### src/pkg/brf_regs.svh
/*
 Register offsets, field positions and reset values of the banked
 register file. Assumes byte addresses on a register port with an 8-bit address.
*/
`ifndef BRF_REGS_SVH
`define BRF_REGS_SVH
// ****************
// Register offsets
// ****************
`define BRF_CFG_OFS 8'h00
`define BRF_CSW_OFS 8'h04
`define BRF_SSW_OFS 8'h08
`define BRF_PC_OFS 8'h0C
// ****************
// Fields
// ****************
`define BRF_CFG_BIGEND 0
`define BRF_CFG_PROG 1
`define BRF_CFG_DATA 2
`define BRF_MODE_HI 4
`define BRF_LEGACY_BIT 4
`define BRF_AWIDE_LO 26
// ****************
// Reset values
// ****************
`define BRF_CFG_RST 3'h0
`define BRF_CSW_RST 32'h00000013
`define BRF_LEG_RST 32'h00000003
`endif

### src/pkg/brf_pkg.sv
/*
 Types of the banked register file: mode codes and register counts.
 Assumes nothing of its surroundings.
*/
package brf_pkg;
   typedef enum logic [4:0] {
      BRF_USR = 5'h10,
      BRF_FIQ = 5'h11,
      BRF_IRQ = 5'h12,
      BRF_SVC = 5'h13,
      BRF_ABT = 5'h17,
      BRF_UND = 5'h1B
   } brf_mode_t;
   typedef logic [4:0] brf_idx_t;
   localparam int BRF_NGP = 30;
   localparam int BRF_NSAVED = 5;
endpackage

### src/verilog/brf_core.sv
/*
 Banked register file with byte-order and address-space configuration.
 Assumes a datapath that drives one register access per cycle and a
 memory system on a 32-bit data bus; software config via a plain port.
*/
// Design decisions made here: the address map and the plain strobed port.
`timescale 1ns/1ps
`include "brf_regs.svh"
module brf_core (
   input wire logic clk,
   input wire logic sys_rst,
   input wire logic [7:0] reg_addr,
   input wire logic [31:0] reg_wdata,
   input wire logic reg_wr,
   input wire logic reg_rd,
   output logic [31:0] reg_rdata,
   input wire logic [3:0] rf_raddr,
   output logic [31:0] rf_rdata,
   input wire logic rf_we,
   input wire logic [3:0] rf_waddr,
   input wire logic [31:0] rf_wdata,
   input wire logic exc_req,
   input wire logic [4:0] exc_mode,
   input wire logic [31:0] exc_link,
   input wire logic mem_req,
   input wire logic mem_fetch,
   input wire logic [31:0] mem_vaddr,
   input wire logic st_byte,
   input wire logic [31:0] st_data,
   input wire logic ld_byte,
   input wire logic [31:0] mem_rdata,
   output logic [28:0] mem_addr,
   output logic [31:0] mem_wdata,
   output logic [3:0] mem_lanes,
   output logic [31:0] ld_data,
   output logic addr_exc,
   output logic [4:0] mode_out,
   output logic priv_out
);
   // ****************
   // Helpers
   // ****************
   // Physical slot of a visible register: 0-14 shared, 15-21 fast bank,
   // 22-29 stack/link pairs of the other privileged modes
   function automatic brf_pkg::brf_idx_t bank_idx(input logic [4:0] m,
                                                  input logic [3:0] r);
      brf_pkg::brf_idx_t ix;
      ix = {1'b0, r};
      if (m[3:0] == 4'h1 && r >= 4'h8)
         ix = 5'd15 + {1'b0, r} - 5'd8;
      else if (r >= 4'hD) begin
         unique case (m[3:0])
            4'h3: ix = 5'd22 + {4'h0, r[1]};
            4'h7: ix = 5'd24 + {4'h0, r[1]};
            4'h2: ix = 5'd26 + {4'h0, r[1]};
            4'hB: ix = 5'd28 + {4'h0, r[1]};
            default: ix = {1'b0, r};
         endcase
      end
      return ix;
   endfunction

   function automatic logic [2:0] saved_idx(input logic [4:0] m);
      unique case (m[3:0])
         4'h1: return 3'h0;
         4'h3: return 3'h1;
         4'h7: return 3'h2;
         4'h2: return 3'h3;
         default: return 3'h4;
      endcase
   endfunction

   // Maps a requested code to what the configuration allows; top bit set when allowed
   function automatic logic [5:0] legal_mode(input logic [4:0] m,
                                             input logic prog,
                                             input logic exc);
      logic ok;
      logic [4:0] r;
      ok = 1'b0;
      r = m;
      if (prog) begin
         ok = (m == brf_pkg::BRF_USR) || (m == brf_pkg::BRF_FIQ) ||
              (m == brf_pkg::BRF_IRQ) || (m == brf_pkg::BRF_SVC) ||
              (m == brf_pkg::BRF_ABT) || (m == brf_pkg::BRF_UND);
      end else if (exc) begin
         // Abort and undefined have no legacy form; the os mode takes them
         r = (m[3:2] != 2'b00) ? 5'h03 : {3'h0, m[1:0]};
         ok = 1'b1;
      end else begin
         ok = (m[4:2] == 3'h0);
      end
      return {ok, r};
   endfunction

   function automatic logic [1:0] lane_of(input logic [1:0] a,
                                          input logic big);
      return big ? ~a : a;
   endfunction

   // ****************
   // State
   // ****************
   logic [31:0] gp_mem [0:brf_pkg::BRF_NGP-1];
   logic [31:0] saved_mem [0:brf_pkg::BRF_NSAVED-1];
   logic [31:0] pc_reg, pc_next;
   logic [31:0] csw_reg, csw_next;
   logic [2:0] cfg_reg, cfg_next;
   logic [31:0] reg_rdata_reg, reg_rdata_next;
   logic [31:0] rf_rdata_reg, rf_rdata_next;
   logic [28:0] mem_addr_reg, mem_addr_next;
   logic [31:0] mem_wdata_reg, mem_wdata_next;
   logic [3:0] mem_lanes_reg, mem_lanes_next;
   logic [31:0] ld_data_reg, ld_data_next;
   logic addr_exc_reg, addr_exc_next;
   logic priv_reg, priv_next;
   logic gp_we;
   brf_pkg::brf_idx_t gp_wi;
   logic [31:0] gp_wd, sv_wd;
   logic sv_we;
   logic [2:0] sv_wi;
   logic [4:0] mode;
   logic bigend, prog, data;
   logic [5:0] lm;
   logic [1:0] ln;

   assign mode = csw_reg[`BRF_MODE_HI:0];
   assign bigend = cfg_reg[`BRF_CFG_BIGEND];
   assign prog = cfg_reg[`BRF_CFG_PROG];
   assign data = cfg_reg[`BRF_CFG_DATA];

   // ****************
   // Next state
   // ****************
   always_comb begin
      cfg_next = cfg_reg;
      csw_next = csw_reg;
      pc_next = pc_reg;
      gp_we = 1'b0;
      gp_wi = bank_idx(mode, rf_waddr);
      gp_wd = rf_wdata;
      sv_we = 1'b0;
      sv_wi = saved_idx(mode);
      sv_wd = reg_wdata;
      lm = 6'h00;
      if (reg_wr && reg_addr == `BRF_CFG_OFS) begin
         cfg_next = reg_wdata[2:0];
         // Carry the running mode across a program-space change
         if (reg_wdata[`BRF_CFG_PROG] != prog) begin
            lm = legal_mode(mode, reg_wdata[`BRF_CFG_PROG], 1'b1);
            if (reg_wdata[`BRF_CFG_PROG])
               csw_next[4:0] = {1'b1, mode[3:0]};
            else
               csw_next[4:0] = lm[4:0];
         end
      end
      if (reg_wr && reg_addr == `BRF_CSW_OFS) begin
         lm = legal_mode(reg_wdata[4:0], prog, 1'b0);
         csw_next[31:5] = reg_wdata[31:5];
         if (lm[5])
            csw_next[4:0] = lm[4:0];
      end
      if (reg_wr && reg_addr == `BRF_SSW_OFS && mode[3:0] != 4'h0) begin
         sv_we = 1'b1;
      end
      if (reg_wr && reg_addr == `BRF_PC_OFS)
         pc_next = reg_wdata;
      if (rf_we && rf_waddr == 4'hF)
         pc_next = rf_wdata;
      else if (rf_we)
         gp_we = 1'b1;
      // Exception entry to an allowed mode wins over a software mode, saved-status or general-register write in the same cycle
      if (exc_req) begin
         lm = legal_mode(exc_mode, cfg_next[`BRF_CFG_PROG], 1'b1);
         if (lm[5]) begin
            csw_next[4:0] = lm[4:0];
            gp_we = 1'b1;
            gp_wi = bank_idx(lm[4:0], 4'hE);
            gp_wd = exc_link;
            sv_we = 1'b1;
            sv_wi = saved_idx(lm[4:0]);
            sv_wd = csw_reg;
         end
      end
      if (!prog)
         pc_next[31:`BRF_AWIDE_LO] = 6'h00;
      if (sys_rst) begin
         cfg_next = `BRF_CFG_RST;
         csw_next = `BRF_LEG_RST;
         pc_next = 32'h00000000;
      end
      priv_next = csw_next[3:0] != 4'h0;
   end

   always_comb begin
      reg_rdata_next = 32'h00000000;
      if (reg_rd) begin
         unique case (reg_addr)
            `BRF_CFG_OFS: reg_rdata_next = {29'h0, cfg_reg};
            `BRF_CSW_OFS: reg_rdata_next = csw_reg;
            `BRF_SSW_OFS: reg_rdata_next =
               (mode[3:0] == 4'h0) ? 32'h0 : saved_mem[saved_idx(mode)];
            `BRF_PC_OFS: reg_rdata_next = {pc_reg[31:2], 2'b00};
            default: reg_rdata_next = 32'h00000000;
         endcase
      end
      if (rf_raddr == 4'hF)
         rf_rdata_next = {pc_reg[31:2], 2'b00};
      else
         rf_rdata_next = gp_mem[bank_idx(mode, rf_raddr)];
   end

   // Memory side: only byte stores and byte loads see the byte order
   always_comb begin
      ln = lane_of(mem_vaddr[1:0], bigend);
      mem_addr_next = mem_vaddr[28:0];
      if (mem_fetch && !prog)
         mem_addr_next = {3'h0, mem_vaddr[25:2], 2'b00};
      else if (mem_fetch || !st_byte)
         mem_addr_next[1:0] = 2'b00;
      addr_exc_next = mem_req && !mem_fetch && !data &&
                      (mem_vaddr[31:`BRF_AWIDE_LO] != 6'h00);
      mem_wdata_next = st_byte ? {4{st_data[7:0]}} : st_data;
      mem_lanes_next = st_byte ? 4'h1 << ln : 4'hF;
      ld_data_next = mem_rdata;
      if (ld_byte)
         ld_data_next = {24'h0, mem_rdata[{ln, 3'b000} +: 8]};
      if (sys_rst) begin
         addr_exc_next = 1'b0;
         mem_lanes_next = 4'h0;
      end
   end

   // ****************
   // Registers
   // ****************
   always_ff @(posedge clk) begin
      cfg_reg <= cfg_next;
      csw_reg <= csw_next;
      pc_reg <= pc_next;
      reg_rdata_reg <= reg_rdata_next;
      rf_rdata_reg <= rf_rdata_next;
      mem_addr_reg <= mem_addr_next;
      mem_wdata_reg <= mem_wdata_next;
      mem_lanes_reg <= mem_lanes_next;
      ld_data_reg <= ld_data_next;
      addr_exc_reg <= addr_exc_next;
      priv_reg <= priv_next;
      if (gp_we)
         gp_mem[gp_wi] <= gp_wd;
      if (sv_we)
         saved_mem[sv_wi] <= sv_wd;
   end

   assign mode_out = csw_reg[4:0];
   assign priv_out = priv_reg;
   assign reg_rdata = reg_rdata_reg;
   assign rf_rdata = rf_rdata_reg;
   assign mem_addr = mem_addr_reg;
   assign mem_wdata = mem_wdata_reg;
   assign mem_lanes = mem_lanes_reg;
   assign ld_data = ld_data_reg;
   assign addr_exc = addr_exc_reg;

   // ****************
   // Checks
   // ****************
   property p_legacy_only;
      @(posedge clk) disable iff (sys_rst) !prog |-> mode[4] == 1'b0;
   endproperty
   a_legacy_only: assert property (p_legacy_only) else $error("wide mode");

   property p_wide_legal;
      @(posedge clk) disable iff (sys_rst)
         prog |-> mode inside {5'h10, 5'h11, 5'h12, 5'h13, 5'h17, 5'h1B};
   endproperty
   a_wide_legal: assert property (p_wide_legal) else $error("bad mode");

   property p_pc_low;
      @(posedge clk) disable iff (sys_rst)
         rf_raddr == 4'hF |=> rf_rdata[1:0] == 2'b00 && rf_rdata[31:2] == $past(pc_reg[31:2]);
   endproperty
   a_pc_low: assert property (p_pc_low) else $error("pc read");

   property p_no_exc_wide;
      @(posedge clk) disable iff (sys_rst) data |=> !addr_exc;
   endproperty
   a_no_exc_wide: assert property (p_no_exc_wide) else $error("addr exc");

   property p_exc_narrow;
      @(posedge clk) disable iff (sys_rst)
         mem_req && !mem_fetch && !data && (mem_vaddr[31:`BRF_AWIDE_LO] != 6'h00) |=> addr_exc;
   endproperty
   a_exc_narrow: assert property (p_exc_narrow) else $error("no exc");

   property p_lane_little;
      @(posedge clk) disable iff (sys_rst)
         st_byte && !bigend && mem_vaddr[1:0] == 2'b00 |=> mem_lanes == 4'h1;
   endproperty
   a_lane_little: assert property (p_lane_little) else $error("le lane");

   property p_lane_big;
      @(posedge clk) disable iff (sys_rst)
         st_byte && bigend && mem_vaddr[1:0] == 2'b00 |=> mem_lanes == 4'h8;
   endproperty
   a_lane_big: assert property (p_lane_big) else $error("be lane");

   property p_reset_state;
      @(posedge clk) sys_rst |=> cfg_reg == 3'h0 && mode[3:0] == 4'h3;
   endproperty
   a_reset_state: assert property (p_reset_state) else $error("reset");

   property p_exc_priv;
      @(posedge clk) disable iff (sys_rst) exc_req |=> priv_out;
   endproperty
   a_exc_priv: assert property (p_exc_priv) else $error("exc mode");
endmodule

### config.mk
export PLATFORM = sky130hd
export DESIGN_NAME = brf_core
export DESIGN_NICKNAME = d
export VERILOG_FILES = /design/src/pkg/brf_pkg.sv /design/src/verilog/brf_core.sv
export VERILOG_INCLUDE_DIRS = /design/src /design/src/pkg
export SDC_FILE = /design/constraint.sdc
export NUM_CORES = 2
export LEC_CHECK = 0
export ABC_AREA = 0
export BUFFER_PORTS_ARGS = -buffer_cell sky130_fd_sc_hd__buf_2
export CORE_MARGIN = 2
export CORE_UTILIZATION = 50
export DETAILED_ROUTE_END_ITERATION = 7
export GPL_ROUTABILITY_DRIVEN = 1
export PLACE_DENSITY = 0.65
export SETUP_SLACK_MARGIN = 0.15
export SLEW_MARGIN = 5
export SYNTH_ARGS = -nofsm -noshare
export SYNTH_HDL_FRONTEND = slang
export SYNTH_SLANG_ARGS = --single-unit
### constraint.sdc
create_clock -name clk -period 5.99 [get_ports clk]
set_input_delay 0.599 -clock clk [delete_from_list [all_inputs] [get_ports clk]]
set_output_delay 0.599 -clock clk [all_outputs]
set_load 0.05 [all_outputs]
==> results.md <==
* Most common library cells after synthesis: edfxtp_1, nand2_1, nand3_1
* Final-report setup violation count at 0
* Drt pass-1 iters at 8
* Worst setup margin at 1.41 ns
* Post-synthesis sequential area ratio at 0.692
* Top post-synthesis cells by area: edfxtp_1, dfxtp_1, nand2_1
* Most used cell, CP: nand2b_1
* Mapped Cells at 4,309
* Core Box Area at 109,000 um2
* Power share of the clock group at 0.401
* Skew-Pair Late Insertion Delay at 0.75 ns
* Pleak at 23.3 nW
* Post-synth cell types at 81
* Congestion Overflow GR at 0
* Final WL at 179,000 um
* CTS Buffer Depth at 3
* Max rail drop VDD at 0.000245 V
* Flip-flop count of the largest register after layout at 960
* Post-synth EDFFs at 1,120
* CTS clock-pin slew for the worst setup and hold paths at 0.07 ns
* Switch share at 0.252
* Buf+Inv Stages, Crit Path at 1
* Max Freq at 0.219 GHz
* Placed Cells at 5,971
* Worst Max-Slew Pin Slew at 1.27 ns
* Chain of cells forming the critical path: or3b_2 -> nor3b_1 -> a41o_1 -> nand2b_1 -> nand3_1 -> o31ai_1 -> nand2b_1 -> nor2_4 -> buf_12
* Final Hold Fails at 0
* Pwr/cell area at 338 nW/um2
* DRT antenna net count at 0
* Mapped Avg Cell Area at 12.8 um2
* Largest regs: gp_mem x960, saved_mem x160
* Die Wd at 336 um
* Antenna violations before repair at 10
* Crit path DAT at 5.02 ns
* Max cap viols at 0
* Dpl ws at 1.07 ns
* Crit end category: register
* Clock Skew at 0.0259 ns
* Share of cells above drive strength 1 at 0.182
* Ys async rst share at 0
* Reg power frac at 0.488
* Max Transition Viols Final at 0
* Tcrit/Tclk final at 0.764
* Most common cell in the netlist: edfxtp_1
* Delay-heaviest family, CP: simple AND/OR/NAND/NOR gates
* P_int at 0.0163 W
* Pin count of the biggest net entering global routing at 131
* Outcome: finished clean
* Hold crit path type: in -> reg
* Rows at 121
* Post-Syn Area at 55,200 um2
* Yosys warning count at 0
* Crit path time final at 4.58 ns
* DRT iter0 DRCs at 5,208
* DRC at 0
* Flops & latches, synth at 1,348
* Power share of the combinational group at 0.111
* CTS tree: done
* Via count at 39,800
* Vias in the first global route at 37,900
* Final HPWL DP at 105,000 um
* Placed Area at 59,400 um2
* Critical path class: reg -> reg
* Clk root buf: clkbuf_16
* Initial Utilization at 0.506
* Area Overhead vs Synth at 16.5%
* Peak fanout along the critical path at 17
* Number of post-CTS setup repair buffers at 0
* CP max-delay cell: nor2_4
* Total track usage at 0.311
* Yosys top cell area share at 0.609
* Finished Layout Cells at 6,267
* Final Instance Area at 64,400 um2
* IO buf count at 390
* Predominant post-synthesis flop cell: edfxtp_1
* Cts bufs inserted at 141
* H-tree depth at 4
* Die height at 336 um
* Post-CTS Hold Buffers at 32
* RSZ-0062 raised after global routing: no
* Util after Layout at 0.590
* Max incr delay on CP at 0.91 ns
* First-pass GRT wire length at 257,000 um
* Largest register by flop count: gp_mem
* I/O pin total at 391
* Clk sinks at 1,348
* Net switching power at 0.00549 W
* Synth area leader: edfxtp_1
* CTS resizes at 0
* Vias per cell at 6.35
* Area of the die at 113,000 um2
* Worst endpoint required time at 6.43 ns
* Post-Route Setup TNS at 0 ns
* Setup crit start kind: register
* Syn Nets at 4,538
* GPL Wtd Cong at 0.928
* Rel. slew slack at 0.151
* WL/cell at 28.5 um
* Final nets at 4,899
[power groups by stage]
stage	Clock [W]	Sequential [W]	Combinational [W]
final	0.00873	0.0106	0.00241
after CTS	0.00879	0.0106	0.00237
after global placement	0	0.0108	0.00232
after global routing	0.00915	0.0106	0.00254
after floorplan	0	0.0111	0.00112
after detailed placement	0	0.0108	0.00235
[layer usage]
| metal | up-vias | routed length, um | global-route usage |
|---|---|---|---|
| met3 | 475 | 20500 | 0.0690 |
| li1 | 17100 | - | - |
| met5 | - | 44 | 0 |
| met1 | 19600 | 69800 | 0.427 |
| met2 | 2532 | 81800 | 0.486 |
| met4 | 6 | 6680 | 0.119 |
[cell families after synthesis]
family	after synthesis	synth area share
flops	1348	0.692
simple gates	1469	0.119
fa+ha+maj	8	0.00172
mux	203	0.0418
compound gates	907	0.117
xor+xnor	1	0.000159
buf+inv	373	0.0288
[per-stage QoR]
step,hold slack [ns],total power [W]
after CTS,0.0282,0.0218
final,0.0692,0.0217
after global routing,0.0517,0.0223
after floorplan,0.445,0.0122
after detailed placement,0.461,0.0131
after global placement,0.452,0.0131
[cells in the final DEF (no fill, tap or decap), drive strengths merged, types with 132 or more instances in the layout]
| cell | netlist | routed |
|---|---|---|
| buf | 130 | 523 |
| dfxtp | 228 | 228 |
| nand2 | 780 | 780 |
| clkbuf | 207 | 213 |
| o21ai | 132 | 132 |
| mux2i | 143 | 143 |
| edfxtp | 1120 | 1120 |
| nand3 | 242 | 242 |
| and3 | 153 | 153 |
| nor2 | 169 | 169 |
| a21oi | 163 | 163 |
[path summary, 6_finish.rpt]
check	cells after the start	start	slack (ns)	end
worst min register to register	2	csw_reg[22]$_SDFFE_PP0P_	0.47	csw_reg[22]$_SDFFE_PP0P_
worst max-delay path	9	csw_reg[0]$_DFF_P_	1.41	gp_mem[3][9]$_DFFE_PP_
worst min-delay path	2	mem_rdata[0]	0.07	ld_data[0]$_DFF_P_
worst max register to register	9	csw_reg[0]$_DFF_P_	1.41	gp_mem[3][9]$_DFFE_PP_
[cell type report]
cell class,instances,area [um2]
antenna,6,15.0
fill,8605,44800
multi-input combinational,2588,15900
tap,1476,1850
clock inverter,45,457
inverter,36,135
sequential,1348,38200
clock buffer,213,4140
timing repair buffer,555,3650
Note: power is estimated with default switching activity, not from simulation.
